[src/inc/buck_pkg.sv]
// Shared constants, types and register map of the buck supervisor
package buck_pkg;

  // ************************************************************
  // Clock and timing
  // ************************************************************
  localparam int CLK_HZ      = 10_000_000;
  localparam int SS_TIME_US  = 2800;  // Soft-start duration
  localparam int SS_CYCLES   = (SS_TIME_US * (CLK_HZ / 1000)) / 1000;
  localparam int TON_MIN_NS  = 25;    // Least controllable on-time
  localparam int SS_CLAMP_MV = 150;   // Clamp height above feedback
  localparam int FB_HIC_MV   = 400;   // Hiccup feedback threshold
  localparam int OVL_TERM    = 512;
  localparam int HIC_WAIT    = 16384;
  localparam int CLAMP_EVTS  = 16;
  localparam int QUIET_CYC   = 4;
  localparam int SS_BITS     = 10;

  // ************************************************************
  // Register map (byte addresses)
  // ************************************************************
  localparam logic [4:0] ADDR_CTRL   = 5'h00;
  localparam logic [4:0] ADDR_STATUS = 5'h04;
  localparam logic [4:0] ADDR_MASK   = 5'h08;
  localparam logic [4:0] ADDR_CONFIG = 5'h0C;
  localparam logic [4:0] ADDR_STATE  = 5'h10;
  localparam logic [31:0] CTRL_RESET = 32'h0000_0001;
  localparam int CTRL_SYNC_ALLOW = 0;   // External clock allowed
  localparam int CTRL_HIC_OFF    = 1;   // Hiccup protection off
  localparam int EVT_BITS   = 5;
  localparam int EVT_CL     = 0;
  localparam int EVT_HICCUP = 1;
  localparam int EVT_SSDONE = 2;
  localparam int EVT_CLAMP  = 3;
  localparam int EVT_SKIP   = 4;

  // ************************************************************
  // Strap codes and decoded configuration
  // ************************************************************
  typedef enum logic [1:0] {
    OUTPUT_NODE_3V3, OUTPUT_NODE_5V0, OUTPUT_NODE_12V, OUTPUT_NODE_ADJ
  } output_node_e;

  typedef enum logic [1:0] {
    MODE_STANDALONE, MODE_PRIMARY, MODE_SECONDARY
  } mode_e;

  localparam logic [2:0] CFG_29K4 = 3'h0;
  localparam logic [2:0] CFG_41K2 = 3'h1;
  localparam logic [2:0] CFG_54K9 = 3'h2;
  localparam logic [2:0] CFG_71K5 = 3'h3;
  localparam logic [2:0] CFG_90K9 = 3'h4;

  typedef struct packed {
    output_node_e output_node;
    logic  bias_8v;
    logic  comp_int;
    mode_e mode;
    logic  spread;
  } strap_cfg_s;

endpackage : buck_pkg

[src/rtl/buck_supervisor.sv]
// Buck converter supervisor: straps, soft-start, limits, registers
//
// The address map and the Avalon-MM interface to the registers were chosen for this implementation.
`timescale 1ns/1ps
module buck_supervisor
  import buck_pkg::*;
#(
  parameter int SS_CYC  = SS_CYCLES,
  parameter int HIC_CYC = HIC_WAIT
) (
  // Clock and reset
  input  wire logic               clk,
  input  wire logic               resetn,
  // Avalon-MM slave
  input  wire logic [4:0]         address,
  input  wire logic               read,
  input  wire logic               write,
  input  wire logic [31:0]        writedata,
  output logic [31:0]             readdata,
  output logic                    waitrequest,
  output logic                    irq,
  // Analog and pin inputs, asynchronous
  input  wire logic               en_pin,
  input  wire logic               vcc_uvlo,
  input  wire logic               osc_tick,
  input  wire logic               ext_sync_in,
  input  wire logic               current_sense_input,
  input  wire logic               fb_above_400mv,
  input  wire logic [1:0]         feedback_pin,
  input  wire logic               compensation_pin,
  input  wire logic [2:0]         config_strap,
  // Loop request, same clock
  input  wire logic               pwm_on,
  input  wire logic [15:0]        ton_req_ns,
  // Drive and status outputs
  output logic                    hs_drive,
  output logic                    ls_enable,
  output logic [SS_BITS-1:0]      ss_level,
  output logic                    ss_clamp_en,
  output logic                    osc_ext_sel,
  output strap_cfg_s              cfg,
  output logic                    power_good_output,
  output logic                    power_good_oe
);

  localparam int SS_STEP = (SS_CYC >> SS_BITS) + 1;

  // ************************************************************
  // Input synchronisers
  // ************************************************************
  localparam int NS = 12;
  logic [NS-1:0] pin_raw;
  logic [NS-1:0] meta_reg;
  logic [NS-1:0] sync_reg;
  logic          tick_d_reg;
  logic          en_d_reg;

  assign pin_raw = {en_pin, vcc_uvlo, osc_tick, ext_sync_in,
                    current_sense_input, fb_above_400mv,
                    feedback_pin, compensation_pin, config_strap};

  // Two stages before any logic sees a pin
  always_ff @(posedge clk or negedge resetn) begin
    if (!resetn) begin
      meta_reg   <= '0;
      sync_reg   <= '0;
      tick_d_reg <= 1'b0;
      en_d_reg   <= 1'b0;
    end else begin
      meta_reg   <= pin_raw;
      sync_reg   <= meta_reg;
      tick_d_reg <= sync_reg[9];
      en_d_reg   <= sync_reg[11];
    end
  end

  logic       en_s, uvlo_s, tick_s, xsync_s, cl_s, fb_s, comp_s;
  logic [1:0] fbstrap_s;
  logic [2:0] cfgstrap_s;
  logic       cyc, en_rise, run;

  assign en_s       = sync_reg[11];
  assign uvlo_s     = sync_reg[10];
  assign tick_s     = sync_reg[9];
  assign xsync_s    = sync_reg[8];
  assign cl_s       = sync_reg[7];
  assign fb_s       = sync_reg[6];
  assign fbstrap_s  = sync_reg[5:4];
  assign comp_s     = sync_reg[3];
  assign cfgstrap_s = sync_reg[2:0];
  assign cyc        = tick_s && !tick_d_reg;   // Switching cycle start
  assign en_rise    = en_s && !en_d_reg;
  assign run        = en_s && !uvlo_s;

  // ************************************************************
  // Strap decode
  // ************************************************************
  function automatic mode_e mode_of(input logic [2:0] c);
    case (c)
      CFG_54K9, CFG_71K5: mode_of = MODE_PRIMARY;
      CFG_90K9:           mode_of = MODE_SECONDARY;
      default:            mode_of = MODE_STANDALONE;
    endcase
  endfunction : mode_of

  function automatic logic spread_of(input logic [2:0] c);
    spread_of = (c == CFG_41K2) || (c == CFG_71K5);
  endfunction : spread_of

  // ************************************************************
  // Strap latching
  // ************************************************************
  logic output_node_done_reg;
  logic comp_arm_reg;
  logic cfg_done_reg;

  // Voltage once per power-up; comp needs UVLO; config on enable
  always_ff @(posedge clk or negedge resetn) begin
    if (!resetn) begin
      output_node_done_reg <= 1'b0;
      comp_arm_reg  <= 1'b1;
      cfg_done_reg  <= 1'b0;
      cfg           <= '0;
    end else begin
      if (uvlo_s) comp_arm_reg <= 1'b1;
      if (en_rise) cfg_done_reg <= 1'b0;
      if (run && !output_node_done_reg) begin
        output_node_done_reg <= 1'b1;
        cfg.output_node      <= output_node_e'(fbstrap_s);
        cfg.bias_8v   <= fbstrap_s[1];
      end
      if (run && comp_arm_reg) begin
        comp_arm_reg <= 1'b0;
        cfg.comp_int <= comp_s;
      end
      if (run && !cfg_done_reg) begin
        cfg_done_reg <= 1'b1;
        cfg.mode     <= mode_of(cfgstrap_s);
        cfg.spread   <= spread_of(cfgstrap_s);
      end
    end
  end

  // ************************************************************
  // Register file
  // ************************************************************
  logic [31:0]          ctrl_reg;
  logic [EVT_BITS-1:0]  status_reg;
  logic [EVT_BITS-1:0]  mask_reg;
  logic [EVT_BITS-1:0]  evt;
  logic                 ack_reg;
  logic                 wr_go;
  logic                 hiccup, hic_start, clamp;
  logic [15:0]          ovl_count;

  // One wait state: simple and keeps readdata registered
  assign waitrequest = (read || write) && !ack_reg;
  assign wr_go       = write && ack_reg;

  always_ff @(posedge clk or negedge resetn) begin
    if (!resetn) ack_reg <= 1'b0;
    else ack_reg <= (read || write) && !ack_reg;
  end

  always_ff @(posedge clk or negedge resetn) begin
    if (!resetn) begin
      ctrl_reg <= CTRL_RESET;
      mask_reg <= '0;
    end else if (wr_go) begin
      if (address == ADDR_CTRL) ctrl_reg <= {30'h0, writedata[1:0]};
      if (address == ADDR_MASK) mask_reg <= writedata[EVT_BITS-1:0];
    end
  end

  // Sticky events; a new event beats a write-one clear
  always_ff @(posedge clk or negedge resetn) begin
    if (!resetn) status_reg <= '0;
    else if (wr_go && address == ADDR_STATUS)
      status_reg <= (status_reg & ~writedata[EVT_BITS-1:0]) | evt;
    else status_reg <= status_reg | evt;
  end

  assign irq = |(status_reg & mask_reg);

  always_ff @(posedge clk or negedge resetn) begin
    if (!resetn) readdata <= 32'h0000_0000;
    else if (read && !ack_reg) begin
      case (address)
        ADDR_CTRL:   readdata <= ctrl_reg;
        ADDR_STATUS: readdata <= 32'(status_reg);
        ADDR_MASK:   readdata <= 32'(mask_reg);
        ADDR_CONFIG: readdata <= 32'(cfg);
        ADDR_STATE:  readdata <= {14'h0, hiccup, clamp, ovl_count};
        default:     readdata <= 32'h0000_0000;
      endcase
    end
  end

  // ************************************************************
  // Soft-start ramp
  // ************************************************************
  logic [15:0]        step_reg;
  logic               ss_done;
  logic               ss_done_d_reg;

  assign ss_done = &ss_level;

  // Held low while disabled or in hiccup wait
  always_ff @(posedge clk or negedge resetn) begin
    if (!resetn) begin
      ss_level <= '0;
      step_reg <= 16'h0000;
    end else if (!run || hiccup) begin
      ss_level <= '0;
      step_reg <= 16'h0000;
    end else if (!ss_done) begin
      if (step_reg == 16'(SS_STEP - 1)) begin
        step_reg <= 16'h0000;
        ss_level <= ss_level + SS_BITS'(1);
      end else begin
        step_reg <= step_reg + 16'h0001;
      end
    end
  end

  // ************************************************************
  // Cycle-by-cycle limit and pulse skipping
  // ************************************************************
  logic cl_seen_reg;
  logic cl_cut_reg;
  logic skip_reg;
  logic too_short;

  assign too_short = ton_req_ns < 16'(TON_MIN_NS);

  // Trip latched for the cycle; set beats the cycle-start clear
  always_ff @(posedge clk or negedge resetn) begin
    if (!resetn) begin
      cl_seen_reg <= 1'b0;
      cl_cut_reg  <= 1'b0;
      skip_reg    <= 1'b0;
    end else begin
      if (cl_s) cl_seen_reg <= 1'b1;
      else if (cyc) cl_seen_reg <= 1'b0;
      if (cl_s) cl_cut_reg <= 1'b1;
      else if (cyc) cl_cut_reg <= 1'b0;
      if (cyc) skip_reg <= too_short;
    end
  end

  // Both drivers off in hiccup; high side also off on a trip or a skipped pulse
  always_ff @(posedge clk or negedge resetn) begin
    if (!resetn) begin
      hs_drive  <= 1'b0;
      ls_enable <= 1'b0;
    end else begin
      hs_drive  <= run && !hiccup && pwm_on && !cl_s
                   && !cl_cut_reg && !skip_reg;
      ls_enable <= run && !hiccup;
    end
  end

  overload_hiccup #(
    .TERM  (OVL_TERM),
    .WAIT  (HIC_CYC),
    .CLAMP (CLAMP_EVTS)
  ) u_hiccup (
    .clk       (clk),
    .resetn    (resetn),
    .cyc       (cyc),
    .cl_cycle  (cl_seen_reg),
    .ss_done   (ss_done),
    .fb_above  (fb_s),
    .hic_off   (ctrl_reg[CTRL_HIC_OFF]),
    .hiccup    (hiccup),
    .hic_start (hic_start),
    .clamp_en  (clamp),
    .ovl_count (ovl_count)
  );

  assign ss_clamp_en = clamp;

  // ************************************************************
  // Event capture
  // ************************************************************
  logic clamp_d_reg;
  logic skip_d_reg;

  always_ff @(posedge clk or negedge resetn) begin
    if (!resetn) begin
      ss_done_d_reg <= 1'b0;
      clamp_d_reg   <= 1'b0;
      skip_d_reg    <= 1'b0;
    end else begin
      ss_done_d_reg <= ss_done;
      clamp_d_reg   <= clamp;
      skip_d_reg    <= skip_reg;
    end
  end

  always_comb begin
    evt             = '0;
    evt[EVT_CL]     = cyc && cl_seen_reg;
    evt[EVT_HICCUP] = hic_start;
    evt[EVT_SSDONE] = ss_done && !ss_done_d_reg;
    evt[EVT_CLAMP]  = clamp && !clamp_d_reg;
    evt[EVT_SKIP]   = skip_reg && !skip_d_reg;
  end

  // ************************************************************
  // Clock source and primary sync output
  // ************************************************************
  logic [15:0] per_cnt_reg;
  logic [15:0] period_reg;
  logic        sync_out_reg;

  // Spreading always wins over an external clock
  assign osc_ext_sel = ctrl_reg[CTRL_SYNC_ALLOW] && !cfg.spread
                       && xsync_s;

  // Half-period lag taken from the last measured period
  always_ff @(posedge clk or negedge resetn) begin
    if (!resetn) begin
      per_cnt_reg  <= 16'h0000;
      period_reg   <= 16'h0000;
      sync_out_reg <= 1'b0;
    end else if (cyc) begin
      per_cnt_reg  <= 16'h0000;
      period_reg   <= per_cnt_reg;
      sync_out_reg <= 1'b0;
    end else begin
      if (per_cnt_reg != 16'hFFFF)
        per_cnt_reg <= per_cnt_reg + 16'h0001;
      if (per_cnt_reg == {1'b0, period_reg[15:1]})
        sync_out_reg <= 1'b1;
    end
  end

  // Open-drain pulldown normally; pushed clock when primary
  always_comb begin
    if (cfg.mode == MODE_PRIMARY) begin
      power_good_output = sync_out_reg;
      power_good_oe     = 1'b1;
    end else begin
      power_good_output = 1'b0;
      power_good_oe     = !(run && ss_done);
    end
  end

endmodule : buck_supervisor

[src/rtl/overload_hiccup.sv]
// Overload counting, soft-start clamp enable and hiccup wait
`timescale 1ns/1ps
module overload_hiccup
  import buck_pkg::*;
#(
  parameter int TERM  = OVL_TERM,
  parameter int WAIT  = HIC_WAIT,
  parameter int CLAMP = CLAMP_EVTS
) (
  // Clock and reset
  input  wire logic        clk,
  input  wire logic        resetn,
  // Per switching cycle
  input  wire logic        cyc,
  input  wire logic        cl_cycle,
  input  wire logic        ss_done,
  input  wire logic        fb_above,
  input  wire logic        hic_off,
  // Results
  output logic             hiccup,
  output logic             hic_start,
  output logic             clamp_en,
  output logic [15:0]      ovl_count
);

  typedef enum logic [1:0] {ST_WAIT, ST_COUNT, ST_HICCUP} hic_e;
  hic_e        state_reg;
  logic [15:0] wait_reg;
  logic [4:0]  clamp_reg;
  logic [2:0]  quiet_reg;
  logic        quiet;

  assign quiet = (quiet_reg == 3'(QUIET_CYC - 1)) && !cl_cycle;

  // ************************************************************
  // Quiet-cycle and clamp event counters
  // ************************************************************
  always_ff @(posedge clk or negedge resetn) begin
    if (!resetn) begin
      quiet_reg <= 3'h0;
      clamp_reg <= 5'h00;
    end else if (cyc) begin
      if (cl_cycle) quiet_reg <= 3'h0;
      else if (!quiet) quiet_reg <= quiet_reg + 3'h1;
      if (quiet) clamp_reg <= 5'h00;
      else if (cl_cycle && clamp_reg != 5'(CLAMP))
        clamp_reg <= clamp_reg + 5'h01;
    end
  end

  // Clamp only once enough events stacked up
  assign clamp_en = (clamp_reg == 5'(CLAMP)) && !hiccup;

  // ************************************************************
  // Hiccup state machine
  // ************************************************************
  always_ff @(posedge clk or negedge resetn) begin
    if (!resetn) begin
      state_reg <= ST_WAIT;
      ovl_count <= 16'h0000;
      wait_reg  <= 16'h0000;
      hic_start <= 1'b0;
    end else begin
      hic_start <= 1'b0;
      case (state_reg)
        ST_WAIT: begin
          ovl_count <= 16'h0000;
          if (ss_done && fb_above && !hic_off)
            state_reg <= ST_COUNT;
        end
        ST_COUNT: begin
          if (hic_off || !ss_done) begin
            state_reg <= ST_WAIT;
          end else if (cyc) begin
            if (quiet) ovl_count <= 16'h0000;
            else if (cl_cycle) begin
              if (ovl_count == 16'(TERM - 1)) begin
                ovl_count <= 16'h0000;
                if (!fb_above) begin
                  state_reg <= ST_HICCUP;
                  wait_reg  <= 16'h0000;
                  hic_start <= 1'b1;
                end
              end else begin
                ovl_count <= ovl_count + 16'h0001;
              end
            end
          end
        end
        ST_HICCUP: begin
          if (cyc) begin
            if (wait_reg == 16'(WAIT - 1))
              state_reg <= ST_WAIT;
            else wait_reg <= wait_reg + 16'h0001;
          end
        end
        default: state_reg <= ST_WAIT;
      endcase
    end
  end

  assign hiccup = (state_reg == ST_HICCUP);

endmodule : overload_hiccup

[config.mk]
export PLATFORM = sky130hd
export DESIGN_NAME = buck_supervisor
export DESIGN_NICKNAME = d
export VERILOG_FILES = /design/src/inc/buck_pkg.sv /design/src/rtl/buck_supervisor.sv /design/src/rtl/overload_hiccup.sv
export SDC_FILE = /design/constraint.sdc
export NUM_CORES = 1
export LEC_CHECK = 0
export ABC_AREA = 1
export ABC_CLOCK_PERIOD_IN_PS = 2200
export BUFFER_PORTS_ARGS = -buffer_cell sky130_fd_sc_hd__buf_2
export CELL_PAD_IN_SITES_DETAIL_PLACEMENT = 0
export CELL_PAD_IN_SITES_GLOBAL_PLACEMENT = 1
export CORE_ASPECT_RATIO = 0.8
export CORE_MARGIN = 5
export CORE_UTILIZATION = 43
export CTS_BUF_LIST = sky130_fd_sc_hd__clkbuf_16
export DETAILED_ROUTE_END_ITERATION = 10
export PLACE_DENSITY = 0.9
export SYNTH_ARGS = -nofsm -noshare
export SYNTH_HDL_FRONTEND = slang
export SYNTH_SLANG_ARGS = --single-unit
[constraint.sdc]
create_clock -name clk -period 2.2 [get_ports clk]
set_input_delay 0.44 -clock clk [delete_from_list [all_inputs] [get_ports clk]]
set_output_delay 0.44 -clock clk [all_outputs]
set_load 0.05 [all_outputs]
==> impl_metrics.sql, run 1 <==
INSERT INTO impl_metrics (metric_group, metric, value, unit) VALUES
('cells_and_area', 'nNetsFinal', '1310', ''),
('timing', 'timing.fmax', '475', 'MHz'),
('timing', 'timing.hold.ws', '-0.0177', 'ns'),
('timing', 'setup-tns-final', '0', 'ns'),
('synthesis', 'synth_edf_count', '0', ''),
('timing', 'fin_ws', '0.0935', 'ns'),
('detailed_routing', 'drt_first_iter_violations', '527', ''),
('timing', 'timing.final.max_slew_violations', '0', ''),
('detailed_routing', 'antenna_violating_nets_post_route', '0', ''),
('synthesis', 'synthesis.area', '8850', 'um2'),
('floorplanning', 'dieArea', '23600', 'um2'),
('synthesis', 'ys_async_sr_fraction', '1.00', ''),
('cells_and_area', 'register_ranked_first_by_flip_flop_count', 'readdata', ''),
('detailed_routing', 'drt_first_pass_iters', '5', ''),
('detailed_routing', 'post-route-drc-count', '0', ''),
('global_routing', 'total_grt_usage', '0.180', ''),
('clock_network', 'cts_tree', 'built', ''),
('cells_and_area', 'largest_register_ff_count', '18', ''),
('clock_network', 'cts_inserted_buffers', '17', ''),
('worst_setup_path', 'worst_setup_path_start_kind', 'flop', ''),
('detailed_routing', 'routedWlPerCell', '13.6', 'um'),
('place', 'port-buffer-count', '85', ''),
('power_and_ir_drop', 'power', '0.00762', 'W'),
('worst_setup_path', 'path_class', 'reg -> out', ''),
('worst_setup_path', 'setup.worst_path.end', 'power_good_oe', ''),
('clock_network', 'clkTransAtPathRegs', '0.06', 'ns'),
('timing', 'worst_slew_margin_rel', '0.604', ''),
('timing', 'hold_viol', '19', ''),
('clock_network', 'clk_root_buffer_cell', 'clkbuf_16', ''),
('timing', 'final.setup_skew', '0.0125', 'ns'),
('clock_network', 'cts_buffer_depth', '2', ''),
('worst_setup_path', 'timing.critical_path.fanout_max', '4', ''),
('global_routing', 'wire_length_of_the_first_global_routing_pass', '35000', 'um'),
('floorplanning', 'start_util', '0.432', ''),
('clock_network', 'holdBufCountCts', '0', ''),
('timing', 'finalCriticalPeriod', '2.11', 'ns'),
('place', 'gpl.final_weighted_congestion', '0.862', ''),
('synthesis', 'main_synth_ff_type', 'dfrtp_1', ''),
('floorplanning', 'core_region_area', '20500', 'um2'),
('cells_and_area', 'antenna-diode-count', '0', ''),
('synthesis', 'synth_cells', '1115', ''),
('synthesis', 'synthTopCellsByArea', 'dfrtp_1, nand2_1, nand3_1', ''),
('global_routing', 'grt_overflow', '0', ''),
('place', 'dp_hpwl', '14900', 'um'),
('outcome', 'outcome', 'complete, but fails checks', ''),
('outcome', 'violations', 'negative hold slack', ''),
('synthesis', 'yosys.cell_count.top_type', 'nand2_1', ''),
('clock_network', 'cts-htree-levels', '4', ''),
('timing', 'finalSetupViolations', '0', ''),
('synthesis', 'synth_top_area_frac', '0.486', ''),
('worst_setup_path', 'worst_r2r_startpoint', 'ss_level[0]', ''),
('global_routing', 'grt_max_degree', '59', ''),
('synthesis', 'synth_top_cell_by_area', 'dfrtp_1', ''),
('global_routing', 'grt_pass1_vias', '7060', ''),
('floorplanning', 'num_io_pins', '127', ''),
('cells_and_area', 'area_growth', '17.5', '%'),
('power_and_ir_drop', 'power_density', '733', 'nW/um2'),
('worst_setup_path', 'required', '1.76', 'ns'),
('floorplanning', 'die_h', '138', 'um'),
('place', 'setup_ws_pre_cts', '0.163', 'ns'),
('floorplanning', 'std_cell_rows', '47', ''),
('floorplanning', 'die_width', '170', 'um'),
('synthesis', 'post_synth_most_frequent_cells', 'nand2_1, dfrtp_1, inv_1', ''),
('detailed_routing', 'vias', '7581', ''),
('synthesis', 'synthesis.area_per_instance', '7.93', 'um2'),
('run', 'max_cap_viol_count', '0', ''),
('worst_setup_path', 'cp_data_arrival_time', '1.67', 'ns'),
('power_and_ir_drop', 'vdd.ir_drop.worst', '505', 'uV'),
('worst_setup_path', 'reg2reg_setup_slack', '0.20', 'ns'),
('detailed_routing', 'vias_per_cell', '5.01', ''),
('timing', 'slew_of_the_pin_with_the_lowest_slew_margin', '0.595', 'ns');
-- worst min path at each step --
stage,from,end,depth (start not counted)
floorplan,resetn,ack_reg,0
global placement,meta_reg[9],sync_reg[9],0
detailed placement,meta_reg[11],sync_reg[11],0
CTS,resetn,period_reg[15],1
global route,resetn,per_cnt_reg[15],1
finish,resetn,period_reg[15],1
-- area by class of cell --
| class | count | area (um2) |
|---|---|---|
| clock inverters | 15 | 173 |
| well taps | 269 | 337 |
| clock buffers | 17 | 425 |
| flip-flops and latches | 174 | 4360 |
| fillers | 1932 | 10100 |
| repair buffers | 125 | 762 |
| multi-input cells | 786 | 3850 |
| inverters | 127 | 480 |
-- timing repair --
item                       4_1_cts  5_1_grt
resized for setup                7        9
buffers inserted                 3        5
setup endpoints to repair        2       20
pin swaps                        2        1
cloned                           0        0
-- report_power, final --
part	switching, W	internal [W]
sequential	0.000185	0.00341
combinational	0.000654	0.000286
clock	0.00130	0.00178
-- critical path, cell delays in order, from the launching register on --
cell      delay, ns
dfrtp_1        0.42
nand2_2        0.11
nor2_4         0.19
nand3_2        0.10
inv_2          0.11
o211ai_1       0.10
buf_4          0.20
-- stage by stage --
step / hold slack (ns) / util / instance area, um2 / cells
after floorplan: 0.144 / - / 8900 / 1128
after global placement: 0.332 / 0.474 / 9690 / 1473
after detailed placement: 0.336 / 0.474 / 9690 / 1473
after CTS: 0.000615 / 0.504 / 10300 / 1508
after global routing: 0.0164 / 0.508 / 10400 / 1513
final: -0.0177 / 0.508 / 10400 / 1513
-- cells in the final DEF (no fill, tap or decap), types with 3 or more instances in the layout --
cell          n
nand2_1     280
dfrtp_1     166
inv_1       123
nor2_1      121
nand3_1      93
o21ai_0      93
buf_2        82
buf_4        40
nand4_1      30
a21oi_1      23
nor3_1       22
clkbuf_16    17
xor2_1       15
conb_1       14
o31ai_1      10
xnor2_1      10
or2_2        10
ha_1          8
nor4_1        7
nand2_2       6
dfrtp_2       6
nor2_4        5
clkinvlp_4    5
inv_2         4
o22ai_1       4
o21bai_1      3
nor2_2        3
nand3b_1      3
bufinv_16     3
-- routing by layer --
metal  wire length [um]  vias up  GRT usage
met5                  0        -          0
met4                268        0     0.0521
met3                952       24     0.0382
met2               8920      163      0.254
met1              10400     3563      0.277
li1                   -     3831          -
-- kinds of logic (layout without fill, tap and decap cells) --
family                   count (synthesis)  after routing  synth area share
adder cells (fa/ha/maj)                  9              9            0.0127
other                                    1             14          0.000424
AO/OA/AOI/OAI                          145            145            0.0918
buffers and inverters                  168            284            0.0816
flip-flops                             174            174             0.492
XOR/XNOR                                25             25            0.0247
AND/OR/NAND/NOR                        591            591             0.294
multiplexers                             2              2           0.00255
Note: power is estimated with default switching activity, not from simulation.
==> run 2, diff against run 1 <==
--- a/config.mk
+++ b/config.mk
@@ -5,17 +5,17 @@
 export SDC_FILE = /design/constraint.sdc
 export NUM_CORES = 1
 export LEC_CHECK = 0
-export ABC_AREA = 1
 export ABC_CLOCK_PERIOD_IN_PS = 2200
 export BUFFER_PORTS_ARGS = -buffer_cell sky130_fd_sc_hd__buf_2
 export CELL_PAD_IN_SITES_DETAIL_PLACEMENT = 0
 export CELL_PAD_IN_SITES_GLOBAL_PLACEMENT = 1
 export CORE_ASPECT_RATIO = 0.8
 export CORE_MARGIN = 5
-export CORE_UTILIZATION = 43
+export CORE_UTILIZATION = 44
 export CTS_BUF_LIST = sky130_fd_sc_hd__clkbuf_16
 export DETAILED_ROUTE_END_ITERATION = 10
-export PLACE_DENSITY = 0.9
+export PLACE_DENSITY = 0.89
+export RECOVER_POWER = 25
 export SYNTH_ARGS = -nofsm -noshare
 export SYNTH_HDL_FRONTEND = slang
 export SYNTH_SLANG_ARGS = --single-unit
==> impl_metrics.sql, run 2 <==
INSERT INTO impl_metrics (metric_group, metric, value, unit) VALUES
('timing', 'slew_of_the_pin_with_the_lowest_slew_margin', '1.38', 'ns'),
('clock_network', 'clkTransAtPathRegs', '0.07', 'ns'),
('global_routing', 'total_grt_usage', '0.186', ''),
('cells_and_area', 'most-common-layout-cells', 'dfrtp_1, nand2_1, buf_2', ''),
('synthesis', 'synthesis.area', '8200', 'um2'),
('global_routing', 'grt_max_degree', '53', ''),
('synthesis', 'postSynthRegisterBits', '174', ''),
('global_routing', 'grt_overflow', '0', ''),
('cells_and_area', 'antenna-diode-count', '0', ''),
('outcome', 'outcome', 'complete, but fails checks', ''),
('power_and_ir_drop', 'cellLeakagePower', '4.68', 'nW'),
('synthesis', 'main_synth_ff_type', 'dfrtp_1', ''),
('floorplanning', 'std_cell_rows', '44', ''),
('synthesis', 'yosys_warnings', '0', ''),
('worst_setup_path', 'cp_data_arrival_time', '2.08', 'ns'),
('synthesis', 'synth_cell_types', '62', ''),
('clock_network', 'cts_buffer_depth', '2', ''),
('place', 'port-buffer-count', '85', ''),
('timing', 'timing.final.max_slew_violations', '0', ''),
('cells_and_area', 'area_growth', '24.3', '%'),
('worst_setup_path', 'critPathMostFrequentCell', 'or3_4', ''),
('synthesis', 'synth_top_cell_by_area', 'dfrtp_1', ''),
('power_and_ir_drop', 'total_switching_power', '0.00203', 'W'),
('power_and_ir_drop', 'switching_share', '0.267', ''),
('power_and_ir_drop', 'power_frac_clock', '0.419', ''),
('synthesis', 'post_synth_most_frequent_cells', 'dfrtp_1, nand2_1, o21ai_0', ''),
('cells_and_area', 'finalNonFillerCells', '1263', ''),
('worst_setup_path', 'worstPathCellList', 'ha_4 > nand4_1 > or3_4 > buf_6 > or3_4 > buf_8', ''),
('detailed_routing', 'drt_first_pass_iters', '5', ''),
('detailed_routing', 'vias_per_cell', '5.40', ''),
('clock_network', 'clk_root_buffer_cell', 'clkbuf_16', ''),
('clock_network', 'cts.sink_count', '174', ''),
('timing', 'timing.hold.ws', '0.117', 'ns'),
('global_routing', 'grt_pass1_vias', '6505', ''),
('floorplanning', 'start_util', '0.450', ''),
('timing', 'finalCriticalPeriod', '2.52', 'ns'),
('cells_and_area', 'nNetsFinal', '1076', ''),
('detailed_routing', 'routedWlPerCell', '15.6', 'um'),
('timing', 'timing.fmax', '396', 'MHz'),
('power_and_ir_drop', 'vdd.ir_drop.worst', '543', 'uV'),
('detailed_routing', 'vias', '6825', ''),
('floorplanning', 'die_h', '132', 'um'),
('power_and_ir_drop', 'pwr-share-seq', '0.471', ''),
('timing', 'finalSetupViolations', '19', ''),
('power_and_ir_drop', 'comb_power_frac', '0.110', ''),
('global_routing', 'wire_length_of_the_first_global_routing_pass', '32800', 'um'),
('place', 'gpl.final_weighted_congestion', '0.850', ''),
('cells_and_area', 'largest_register_ff_count', '18', ''),
('synthesis', 'yosys.cell_count.top_type', 'dfrtp_1', ''),
('timing', 'fin_ws', '-0.325', 'ns'),
('timing', 'worst_slew_margin_rel', '0.0810', ''),
('synthesis', 'ys_async_sr_fraction', '1.00', ''),
('power_and_ir_drop', 'internal_power', '0.00558', 'W'),
('worst_setup_path', 'timing.critical_path.fanout_max', '2', ''),
('place', 'dp_hpwl', '14200', 'um'),
('power_and_ir_drop', 'power_density', '746', 'nW/um2'),
('run', 'max_cap_viol_count', '0', ''),
('floorplanning', 'die_width', '163', 'um'),
('floorplanning', 'num_io_pins', '127', ''),
('cells_and_area', 'final_layout_size_suffix_gt1_frac', '0.248', ''),
('hold_path', 'holdCritPathClass', 'in -> reg', ''),
('timing', 'setup_repair_after_global_routing_missed_its_margin', 'true', ''),
('detailed_routing', 'wl', '19700', 'um'),
('cells_and_area', 'register_ranked_first_by_flip_flop_count', 'readdata', ''),
('detailed_routing', 'drt_first_iter_violations', '599', ''),
('synthesis', 'synth_cells', '852', ''),
('timing', 'setup-tns-final', '-2.01', 'ns'),
('timing', 'timing.final.crit_share', '1.15', ''),
('clock_network', 'cts_inserted_buffers', '17', ''),
('synthesis', 'synth-seq-area-share', '0.531', ''),
('worst_setup_path', 'worst_setup_path_start_kind', 'flop', ''),
('place', 'setup_ws_pre_cts', '-0.0255', 'ns'),
('worst_setup_path', 'required', '1.76', 'ns'),
('synthesis', 'synth_edf_count', '0', ''),
('timing', 'final.setup_skew', '0.0137', 'ns'),
('floorplanning', 'dieArea', '21500', 'um2'),
('synthesis', 'synth_top_area_frac', '0.525', ''),
('place', 'place_inst', '1222', ''),
('detailed_routing', 'post-route-drc-count', '0', ''),
('worst_setup_path', 'cpPeakStageDelay', '0.40', 'ns'),
('outcome', 'violations', 'negative setup slack', ''),
('power_and_ir_drop', 'power', '0.00760', 'W'),
('cells_and_area', 'layout_commonest_cell', 'dfrtp_1', ''),
('clock_network', 'clkLatencyLatePin', '0.43', 'ns'),
('worst_setup_path', 'path_class', 'reg -> out', ''),
('synthesis', 'synthesis.area_per_instance', '9.63', 'um2'),
('timing', 'hold_viol', '0', ''),
('clock_network', 'cts-htree-levels', '4', ''),
('synthesis', 'synthTopCellsByArea', 'dfrtp_1, nand2_1, o21ai_0', ''),
('detailed_routing', 'antenna_violating_nets_post_route', '0', ''),
('clock_network', 'cts_tree', 'built', ''),
('global_routing', 'antenna_found_initial', '0', ''),
('worst_setup_path', 'cpMaxStageDelayCell', 'or3_4', ''),
('floorplanning', 'core_region_area', '18200', 'um2'),
('worst_setup_path', 'critical_path.endpoint_type', 'primary output', '');
## run 2: cells by family (layout without fill, tap and decap cells)
kind of cell | Yosys count | after routing | share of synthesized area
buf+inv | 75 | 220 | 0.0425
simple gates | 366 | 366 | 0.221
other cells | 1 | 14 | 0.000457
fa+ha+maj | 9 | 9 | 0.0137
flops | 174 | 174 | 0.531
compound gates | 188 | 188 | 0.147
mux | 10 | 10 | 0.0136
xor+xnor | 29 | 29 | 0.0310
## run 2: critical path, delay by kind of cell (launching register included)
family | cells | cell delay [ns]
adders and majority gates | 1 | 0.13
buffers and inverters | 2 | 0.29
and+or+nand+nor | 3 | 0.85
DFF | 1 | 0.39
## run 2: final cells by class
| type | instances | area, um2 |
|---|---|---|
| Multi-Input combinational cell | 616 | 3720 |
| Fill cell | 1573 | 8020 |
| Timing Repair Buffer | 165 | 1090 |
| Clock inverter | 15 | 196 |
| Sequential cell | 174 | 4370 |
| Clock buffer | 17 | 425 |
| Inverter | 23 | 86.3 |
| Tap cell | 253 | 317 |
## run 2: metal layers
| layer | share of wire | vias up | routed length, um | track usage |
|---|---|---|---|---|
| met2 | 0.45 | 185 | 8980 | 0.287 |
| li1 | - | 3327 | - | - |
| met5 | 0 | - | 0 | 0 |
| met3 | 0.054 | 15 | 1060 | 0.0384 |
| met1 | 0.48 | 3298 | 9550 | 0.275 |
| met4 | 0.0076 | 0 | 150 | 0.0405 |
## run 2: power by group through the flow
stage / Sequential, W / Combinational (W) / Clock (W)
after floorplan: 0.00363 / 0.000507 / 0
after global placement: 0.00362 / 0.000797 / 0
after detailed placement: 0.00363 / 0.000815 / 0
after CTS: 0.00358 / 0.000836 / 0.00324
after global routing: 0.00361 / 0.000933 / 0.00338
final: 0.00358 / 0.000835 / 0.00319
## run 2: path summary, 6_finish.rpt
check | from | endpoint | slack [ns] | cells after the start
max reg2reg | ss_level[0] | u_hiccup.ovl_count[15] | -0.21 | 9
min | en_pin | meta_reg[11] | 0.12 | 1
min reg2reg | meta_reg[10] | sync_reg[10] | 0.35 | 0
min in group asynchronous | resetn | readdata[13] | 0.87 | 2
max | ss_level[0] | power_good_oe | -0.32 | 6
max in group asynchronous | resetn | comp_arm_reg | 0.29 | 3
## run 2: metrics by stage
stage / instance area (um2) / util
after floorplan: 8300 / -
after global placement: 9330 / 0.512
after detailed placement: 9330 / 0.512
after CTS: 10000 / 0.551
after global routing: 10200 / 0.560
final: 10200 / 0.560
## run 2: what timing repair did
item | 4_1_cts | 5_1_grt
hold buffers | 1 | 0
pin swaps | 3 | 9
hold endpoints to repair | 47 | 0
buffers inserted | 3 | 5
setup endpoints to repair | 4 | 31
resized for setup | 14 | 29
